[src/spi_port_map.svh]
`ifndef SPI_PORT_MAP_SVH
`define SPI_PORT_MAP_SVH

// ==========================================
// Register byte offsets on the APB bus
`define OFS_CONTROL 12'h000
`define OFS_STATUS 12'h004
`define OFS_DATA 12'h008

// ==========================================
// Control register fields
`define CTL_IRQ_EN 7
`define CTL_ON 6
`define CTL_LSB_FIRST 5
`define CTL_HOST 4
`define CTL_IDLE_LVL 3
`define CTL_PHASE 2
`define CTL_RATE_HI 1
`define CTL_RATE_LO 0
`define CTL_RESET 8'h00

// ==========================================
// Status register fields
`define STS_DONE 7
`define STS_WRITE_COLLISION_FLAG 6
`define STS_DBL 0

// ==========================================
// Pin vector positions inside the synchroniser
`define PIN_SCK 0
`define PIN_MOSI 1
`define PIN_MISO 2
`define PIN_SS 3

// ==========================================
// Half SCK periods in system clocks, per rate code; last host edge and last slave sample counts
`define HALF_DIV4 7'h02
`define HALF_DIV16 7'h08
`define HALF_DIV64 7'h20
`define HALF_DIV128 7'h40
`define HALF_DIV2 7'h01
`define HALF_DIV8 7'h04
`define HALF_DIV32 7'h10
`define LAST_EDGE 4'hF
`define LAST_SAMPLE 4'h7

`endif

[src/spi_port_pkg.sv]
package spi_port_pkg;

    // ==========================================
    // APB request and answer
    typedef struct packed {
        logic psel;
        logic penable;
        logic pwrite;
        logic [11:0] paddr;
        logic [31:0] pwdata;
    } apb_req_t;

    typedef struct packed {
        logic [31:0] prdata;
        logic pready;
        logic pslverr;
    } apb_rsp_t;

    // ==========================================
    // Serial pins, inputs and driven side
    typedef struct packed {
        logic ss_n;
        logic miso;
        logic mosi;
        logic sck;
    } spi_pins_in_t;

    typedef struct packed {
        logic sck;
        logic sck_oe_n;
        logic mosi;
        logic mosi_oe_n;
        logic miso;
        logic miso_oe_n;
    } spi_pins_out_t;

    // ==========================================
    // Transfer engine states
    typedef enum logic [2:0] {
        ST_IDLE = 3'b001,
        ST_HOST = 3'b010,
        ST_SLAVE = 3'b100
    } xfer_state_t;

    // ==========================================
    // Whole state of the port
    typedef struct packed {
        logic [7:0] ctrl;
        logic dbl;
        logic done;
        logic write_collision_flag;
        logic seen_done;
        logic seen_write_collision_flag;
        xfer_state_t st;
        logic [7:0] shreg;
        logic [7:0] txb;
        logic [7:0] rxbuf;
        logic [3:0] edges;
        logic [6:0] divc;
        logic [3:0] s1;
        logic [3:0] s2;
        logic [3:0] s3;
        logic [3:0] pf;
        apb_rsp_t rsp;
        spi_pins_out_t pins;
        logic irq;
    } port_state_t;

endpackage

[src/spi_master_slave_port.sv]
// Function
// [RULE_01] Slave: select low activates, MISO optional
// [RULE_02] Select rising resets slave logic and count
// [RULE_03] Output select pin ignored by port
// [RULE_04] Input select low demotes host to slave
// [RULE_05] Demotion also sets transfer done flag
// [RULE_06] Interrupt when done, enable, global enable
// [RULE_07] No serial activity unless port on
// [RULE_08] Order bit one sends LSB first
// [RULE_09] Idle level bit sets SCK idle level
// [RULE_10] Phase picks sample and setup edges
// [RULE_11] Mode number is polarity then phase
// [RULE_12] Host SCK divides system clock by code
// [RULE_13] Rate bits ignored in slave role
// [RULE_14] Double rate halves host SCK period
// [RULE_15] External SCK at most quarter clock
// [RULE_16] Done flag set per completed byte
// [RULE_17] Done clears on vector or status-data
// [RULE_18] Data write mid-transfer sets collision
// [RULE_19] Status-data sequence clears both flags
// [RULE_20] Status bits five to one read zero
// [RULE_21] Data write starts, read gives buffer
// [RULE_22] Handler rechecks and restores host role
// [RULE_23] Eight bits per byte, clock then stops
// [RULE_24] Received byte buffered until next completes
// [RULE_25] External SCK phases over two clocks
// [RULE_26] Colliding data write is dropped
// [RULE_27] Slave pins synchronised, edges found locally
`timescale 1ns/1ps
`include "spi_port_map.svh"

module spi_master_slave_port
    import spi_port_pkg::*;
(
    input wire logic sys_clk_in,
    input wire logic resetn_in,
    input wire apb_req_t apb_in,
    output apb_rsp_t apb_out,
    input wire spi_pins_in_t pins_in,
    input wire logic ss_dir_output_in,
    input wire logic miso_dir_output_in,
    input wire logic global_irq_en_in,
    input wire logic irq_ack_in,
    output spi_pins_out_t pins_out,
    output logic irq_out
);

    port_state_t r_reg;
    port_state_t r_next;

    // ==========================================
    // Half period of the host clock
    // Slave timing follows the external SCK, so this is
    // only consulted by the host engine
    function automatic logic [6:0] half_period(
        input logic dbl,
        input logic [1:0] code
    );
        logic [6:0] h;
        h = `HALF_DIV4;
        case ({dbl, code})
            3'b000: h = `HALF_DIV4;
            3'b001: h = `HALF_DIV16;
            3'b010: h = `HALF_DIV64;
            3'b011: h = `HALF_DIV128;
            3'b100: h = `HALF_DIV2;
            3'b101: h = `HALF_DIV8;
            3'b110: h = `HALF_DIV32;
            default: h = `HALF_DIV64;
        endcase
        return h;
    endfunction

    // ==========================================
    // Next-state logic
    always_comb begin
        logic on;
        logic host;
        logic clock_idle_level;
        logic clock_sample_phase;
        logic lsb;
        logic in_bit;
        logic [7:0] shifted;
        logic take;
        logic setup;
        logic is_ctl;
        logic is_sts;
        logic is_dat;
        logic busy;
        logic tick;
        logic lead;
        logic sck_edge;
        logic ss_rise;
        logic demote;
        logic [7:0] rd;

        n_init: begin
        end
        r_next = r_reg;
        on = r_reg.ctrl[`CTL_ON];
        host = r_reg.ctrl[`CTL_HOST];
        clock_idle_level = r_reg.ctrl[`CTL_IDLE_LVL];
        clock_sample_phase = r_reg.ctrl[`CTL_PHASE];
        lsb = r_reg.ctrl[`CTL_LSB_FIRST];

        // Three-stage pin filter; a level counts once stages
        // two and three agree, so a single glitch is dropped
        r_next.s1 = pins_in;
        r_next.s2 = r_reg.s1;
        r_next.s3 = r_reg.s2;
        for (int i = 0; i < 4; i++) begin
            if (r_reg.s2[i] == r_reg.s3[i]) begin
                r_next.pf[i] = r_reg.s3[i]; // [RULE_27]
            end
        end
        sck_edge = (r_next.pf[`PIN_SCK] != r_reg.pf[`PIN_SCK]); // [RULE_27]
        ss_rise = r_next.pf[`PIN_SS] && !r_reg.pf[`PIN_SS]; // [RULE_02]

        // Host samples MISO, slave samples MOSI
        in_bit = host ? r_reg.pf[`PIN_MISO] : r_reg.pf[`PIN_MOSI];
        shifted = lsb ? {in_bit, r_reg.shreg[7:1]}
                      : {r_reg.shreg[6:0], in_bit}; // [RULE_08]

        // Slave is busy only once a bit has been sampled
        busy = (r_reg.st == ST_HOST) ||
               ((r_reg.st == ST_SLAVE) && (r_reg.edges != 4'h0));

        // ==========================================
        // APB decode: answer one cycle after setup
        setup = apb_in.psel && !apb_in.penable;
        take = apb_in.psel && apb_in.penable && r_reg.rsp.pready;
        is_ctl = (apb_in.paddr == `OFS_CONTROL);
        is_sts = (apb_in.paddr == `OFS_STATUS);
        is_dat = (apb_in.paddr == `OFS_DATA);
        r_next.rsp.pready = setup;
        r_next.rsp.pslverr = setup && !(is_ctl || is_sts || is_dat);
        rd = 8'h00;
        if (is_ctl) begin
            rd = r_reg.ctrl;
        end else if (is_sts) begin
            rd = {r_reg.done, r_reg.write_collision_flag, 5'h00, r_reg.dbl}; // [RULE_20]
        end else if (is_dat) begin
            rd = r_reg.rxbuf; // [RULE_21]
        end
        r_next.rsp.prdata = setup ? {24'h000000, rd} : 32'h00000000;

        // ==========================================
        // Flag clears come first so a same-cycle set wins
        if (irq_ack_in) begin
            r_next.done = 1'b0; // [RULE_17]
        end
        if (take && is_dat) begin
            if (r_reg.seen_done || r_reg.seen_write_collision_flag) begin
                r_next.done = 1'b0; // [RULE_17] [RULE_19]
            end
            if (r_reg.seen_write_collision_flag) begin
                r_next.write_collision_flag = 1'b0; // [RULE_19]
            end
            r_next.seen_done = 1'b0;
            r_next.seen_write_collision_flag = 1'b0;
        end
        if (take && !apb_in.pwrite && is_sts) begin
            r_next.seen_done = r_reg.done;
            r_next.seen_write_collision_flag = r_reg.write_collision_flag;
        end

        // ==========================================
        // Register writes
        if (take && apb_in.pwrite && is_ctl) begin
            r_next.ctrl = apb_in.pwdata[7:0];
        end
        if (take && apb_in.pwrite && is_sts) begin
            r_next.dbl = apb_in.pwdata[`STS_DBL];
        end
        if (take && apb_in.pwrite && is_dat) begin
            if (busy) begin
                r_next.write_collision_flag = 1'b1; // [RULE_18] [RULE_26]
            end else begin
                r_next.shreg = apb_in.pwdata[7:0];
                r_next.txb = apb_in.pwdata[7:0];
                if (on && host) begin
                    // Start the host clock generator
                    r_next.st = ST_HOST; // [RULE_21] [RULE_23]
                    r_next.edges = 4'h0;
                    r_next.divc = 7'h00;
                    r_next.pins.mosi = lsb ? apb_in.pwdata[0]
                                           : apb_in.pwdata[7];
                end
            end
        end

        // ==========================================
        // Host engine: one tick per half SCK period
        tick = (r_reg.divc == half_period(r_reg.dbl,
                 r_reg.ctrl[`CTL_RATE_HI:`CTL_RATE_LO]) - 7'h01); // [RULE_12] [RULE_14]
        lead = !r_reg.edges[0];
        if (r_reg.st == ST_HOST) begin
            r_next.divc = tick ? 7'h00 : r_reg.divc + 7'h01;
            if (tick) begin
                // Leading edge leaves the idle level
                r_next.pins.sck = lead ? !clock_idle_level : clock_idle_level; // [RULE_09]
                if (lead ^ clock_sample_phase) begin
                    r_next.shreg = shifted; // [RULE_10] [RULE_11]
                end else begin
                    r_next.pins.mosi = lsb ? r_reg.shreg[0]
                                           : r_reg.shreg[7]; // [RULE_10]
                end
                r_next.edges = r_reg.edges + 4'h1;
                if (r_reg.edges == `LAST_EDGE) begin
                    // Clock stops after the eighth bit
                    r_next.st = ST_IDLE; // [RULE_23]
                    r_next.done = 1'b1; // [RULE_16]
                    r_next.rxbuf = r_next.shreg; // [RULE_24]
                end
            end
        end

        // ==========================================
        // Slave engine driven by filtered external SCK
        if (r_reg.st == ST_SLAVE) begin
            if (sck_edge) begin
                lead = (r_next.pf[`PIN_SCK] != clock_idle_level); // [RULE_09]
                if (lead ^ clock_sample_phase) begin
                    r_next.shreg = shifted; // [RULE_10]
                    r_next.edges = r_reg.edges + 4'h1;
                    if (r_reg.edges == `LAST_SAMPLE) begin
                        r_next.edges = 4'h0;
                        r_next.done = 1'b1; // [RULE_16]
                        r_next.rxbuf = shifted; // [RULE_24]
                    end
                end else begin
                    r_next.pins.miso = lsb ? r_reg.shreg[0]
                                           : r_reg.shreg[7]; // [RULE_10]
                end
            end else if (r_reg.edges == 4'h0) begin
                // First bit must stand before the first edge
                r_next.pins.miso = lsb ? r_next.shreg[0] : r_next.shreg[7];
            end
            if (ss_rise || host || !on) begin
                // Partial byte is dropped, data reloaded
                r_next.st = ST_IDLE; // [RULE_02]
                r_next.edges = 4'h0;
                r_next.shreg = r_reg.txb; // [RULE_02]
            end
        end else if (r_reg.st == ST_IDLE) begin
            r_next.pins.sck = clock_idle_level; // [RULE_09]
            if (on && !host && !r_reg.pf[`PIN_SS]) begin
                r_next.st = ST_SLAVE; // [RULE_01] [RULE_13]
                r_next.edges = 4'h0;
            end
        end

        // ==========================================
        // Another master pulled select low: fall back
        // An output select is a plain GPIO and never looked at
        demote = on && host && !ss_dir_output_in
                 && !r_reg.pf[`PIN_SS]; // [RULE_03] [RULE_04]
        if (demote) begin
            r_next.ctrl[`CTL_HOST] = 1'b0; // [RULE_04]
            r_next.done = 1'b1; // [RULE_05]
            r_next.st = ST_IDLE;
            r_next.edges = 4'h0;
        end
        if (!on) begin
            r_next.st = ST_IDLE; // [RULE_07]
            r_next.edges = 4'h0;
        end

        // ==========================================
        // Pin drive; low enable means driving
        r_next.pins.sck_oe_n = !(on && host && !demote); // [RULE_04] [RULE_07]
        r_next.pins.mosi_oe_n = !(on && host && !demote);
        r_next.pins.miso_oe_n = !(on && !host && !r_reg.pf[`PIN_SS]
                                  && miso_dir_output_in); // [RULE_01]

        // Interrupt request level
        r_next.irq = r_next.done && r_next.ctrl[`CTL_IRQ_EN]
                     && global_irq_en_in; // [RULE_06]
    end

    // ==========================================
    // State register
    always_ff @(posedge sys_clk_in) begin
        if (!resetn_in) begin
            r_reg <= '0;
            r_reg.ctrl <= `CTL_RESET;
            r_reg.st <= ST_IDLE;
            r_reg.s1 <= 4'hF;
            r_reg.s2 <= 4'hF;
            r_reg.s3 <= 4'hF;
            r_reg.pf <= 4'hF;
            r_reg.pins.sck_oe_n <= 1'b1;
            r_reg.pins.mosi_oe_n <= 1'b1;
            r_reg.pins.miso_oe_n <= 1'b1;
        end else begin
            r_reg <= r_next;
        end
    end

    // Outputs come straight from the state register
    assign apb_out = r_reg.rsp;
    assign pins_out = r_reg.pins;
    assign irq_out = r_reg.irq;

endmodule

[config.mk]
export PLATFORM = sky130hd
export DESIGN_NAME = spi_master_slave_port
export DESIGN_NICKNAME = d
export VERILOG_FILES = /design/src/spi_port_pkg.sv /design/src/spi_master_slave_port.sv
export VERILOG_INCLUDE_DIRS = /design/src
export SDC_FILE = /design/constraint.sdc
export NUM_CORES = 1
export LEC_CHECK = 0
export BUFFER_PORTS_ARGS = -buffer_cell sky130_fd_sc_hd__buf_2
export CORE_ASPECT_RATIO = 1.1
export CORE_MARGIN = 5
export CORE_UTILIZATION = 50
export DETAILED_ROUTE_END_ITERATION = 7
export HOLD_SLACK_MARGIN = 0.1
export PLACE_DENSITY_LB_ADDON = 0.1
export SLEW_MARGIN = 20
export SYNTH_ARGS = -nofsm -noshare
export SYNTH_HDL_FRONTEND = slang
export SYNTH_SLANG_ARGS = --single-unit
[constraint.sdc]
create_clock -name sys_clk_in -period 7.65 [get_ports sys_clk_in]
set_input_delay 2.295 -clock sys_clk_in [delete_from_list [all_inputs] [get_ports sys_clk_in]]
set_output_delay 2.295 -clock sys_clk_in [all_outputs]
set_load 0.01 [all_outputs]
==> flow_summary.json <==
{
  "synthCells": 566,
  "die_w_um": 103,
  "final_common_cell": "dfxtp_1",
  "tightest_slew_ns": 0.887,
  "cts.sinks": 83,
  "finish.instance_area_um2": 4960,
  "clockBufferDepth": 2,
  "antenna_found_initial": 0,
  "synth_top_family_by_area": "simple AND/OR/NAND/NOR gates",
  "holdBufCountCts": 0,
  "slowest_delay_ns": 0.86,
  "path_cells": "buf_2, nor4_1, nand4_1, nor2_1, a211oi_1, a211o_1, a41oi_1",
  "avgSynthCellArea_um2": 8.36,
  "min_path_type": "register to register",
  "synth.distinct_cells": 72,
  "fmaxAchievable_mhz": 215,
  "yosys-mux-area-fraction_pct": 7.46,
  "status": "finished, final reports clean",
  "vdd_drop_max_mv": 0.130,
  "h-tree-depth": 3,
  "async_flop_share_pct": 0,
  "top_level_ports": 98,
  "r2r-end": "irq_out",
  "finalNonFillerCells": 700,
  "ys.flop_type": "dfxtp_1",
  "cp.required_ns": 7.93,
  "drtPass1Iterations": 4,
  "synth_edf_count": 0,
  "setup_slack_ns": 3.01,
  "syn-cell-area_um2": 4730,
  "final_util_pct": 53.3,
  "synth_adder_area_share_pct": 1.06,
  "hpwl_um": 8060,
  "path_class": "input port to register",
  "critPathMaxFanout": 12,
  "powerDensity_nw_per_um2": 167,
  "post-place-cells": 684,
  "worstPathArrival_ns": 4.92,
  "grt_pass1_vias": 3582,
  "cts_made_buffers": 9,
  "setup_viol": 0,
  "gp_congestion": 0.852,
  "drive_above_1_share_pct": 16.1,
  "area_delta_synth_final_pct": 4.81,
  "cts_tree": "done",
  "io_buffers": 49,
  "yosysSeqAreaShare_pct": 35.1,
  "drt-total-wl_um": 10900,
  "cts_resized": 0,
  "fin_hold_ws_ns": 0.407,
  "total_power_mw": 0.829,
  "grt_max_degree": 38,
  "antenna_cells": 0,
  "final.min_clock_period_ns": 4.64,
  "synthSimpleGateAreaFrac_pct": 21.9,
  "slowest_stage": "nor2_1",
  "synth_compound_area_share_pct": 20.6,
  "fillers": 913,
  "synth-xor-area-share_pct": 2.22,
  "num_vias": 3866,
  "fin_skew_ns": 0.0155,
  "placed_area_um2": 4730,
  "post-route-period-util_pct": 60.7,
  "max_slew_margin_pct": 40.6,
  "fp.dieArea_um2": 11500,
  "die_h_um": 112,
  "slew_viol_final": 0,
  "rsz0062_at_grt": "false",
  "pre_cts_ws_ns": 2.60,
  "hold_depth": 1,
  "largest_reg_flops": 59,
  "drv_cap": 0,
  "wl_per_cell_um": 15.5,
  "finalHoldViolations": 0,
  "overflow": 0,
  "fin_setup_tns_ns": 0,
  "fin_nets": 639,
  "ant_nets": 0,
  "worstHoldStart": "r_next[52]",
  "vias_per_cell": 5.52,
  "hold_end": "r_next[48]",
  "cts_root_buf": "clkbuf_8",
  "cts_setup_buffers": 0,
  "cp.buffers_inverters": 1,
  "core_um2": 9310,
  "synth-seq-cells": 83,
  "p_leak_nw": 1.84,
  "start_util_pct": 50.8,
  "grt_usage_pct": 19.4,
  "reg2reg_depth": 9,
  "drt_iter0_drc": 210,
  "end_kind": "register",
  "final_cell_mix": "83 x dfxtp_1, 55 x nor2_1, 51 x nand2_1",
  "crit_family": "simple AND/OR/NAND/NOR gates",
  "drc": 0,
  "startpoint_type": "input port",
  "ys.warnings.count": 0,
  "grt_pass1_wl_um": 17800,
  "r2r-start": "r_reg[99]",
  "rows": 37,
  "r2r_slack_ns": 4.51,
  "clk_pin_slew_ns": 0.08,
  "clock_latency_ns": 0.37
}
logic make-up after synthesis:
family	Yosys count
AND/OR/NAND/NOR	204
AO/OA/AOI/OAI	138
buffers and inverters	89
flip-flops	83
multiplexers	35
XOR/XNOR	12
adder cells (fa/ha/maj)	4
other	1
metal layers:
layer  global-route usage, %  wire length [µm]
met1                    26.6              5010
met2                    30.0              4990
met3                    3.32               655
met4                    7.86               229
met5                       0                 0
synthesized netlist by cell type, types with 5 or more instances:
| library cell | n | share of area [%] |
|---|---|---|
| o221a_2 | 7 | 1.7 |
| nand3_1 | 12 | 1.3 |
| nor3b_1 | 6 | 0.95 |
| o22ai_1 | 11 | 1.5 |
| buf_4 | 44 | 7.0 |
| clkbuf_1 | 15 | 1.2 |
| nand2_1 | 51 | 4.0 |
| inv_1 | 17 | 1.3 |
| nor2b_1 | 7 | 0.93 |
| a31oi_1 | 19 | 2.5 |
| nand4_1 | 5 | 0.66 |
| nor2_1 | 55 | 4.4 |
| xnor2_1 | 8 | 1.5 |
| o2bb2ai_1 | 8 | 1.5 |
| a21oi_1 | 44 | 4.7 |
| nand2b_1 | 14 | 1.9 |
| dfxtp_1 | 83 | 35 |
| mux2i_1 | 33 | 7.0 |
| o21ai_0 | 11 | 1.2 |
| nor3_1 | 19 | 2.0 |
| and3_1 | 5 | 0.66 |
layout make-up:
cell class                 instances  area [µm²]  area share (%)
clock buffer                      10         128            2.57
tap                              117         146            2.95
inverter                          17        63.8            1.29
multi-input combinational        417        2610            52.6
clock inverter                     6        97.6            1.97
sequential                        83        1660            33.5
timing repair buffer              50         253            5.10
worst max-delay path by stage:
stage / startpoint / endpoint / slack (ns) / depth (start not counted)
2_1_floorplan: apb_in[39] / r_reg[90] / 3.69 / 8
3_3_place_gp: apb_in[33] / pins_out[1] / 2.67 / 7
3_5_place_dp: apb_in[39] / pins_out[1] / 2.60 / 7
4_1_cts: apb_in[39] / pins_out[1] / 2.99 / 7
5_1_grt: apb_in[33] / pins_out[1] / 2.81 / 7
6_report: apb_in[39] / pins_out[1] / 3.01 / 7
power breakdown:
part,leakage [nW],internal [mW],switching (mW)
combinational,1.06,0.0109,0.0223
clock,0.113,0.189,0.171
sequential,0.671,0.435,0.00131
total,1.84,0.634,0.195
No activity file was read; power rests on OpenSTA's default activity.
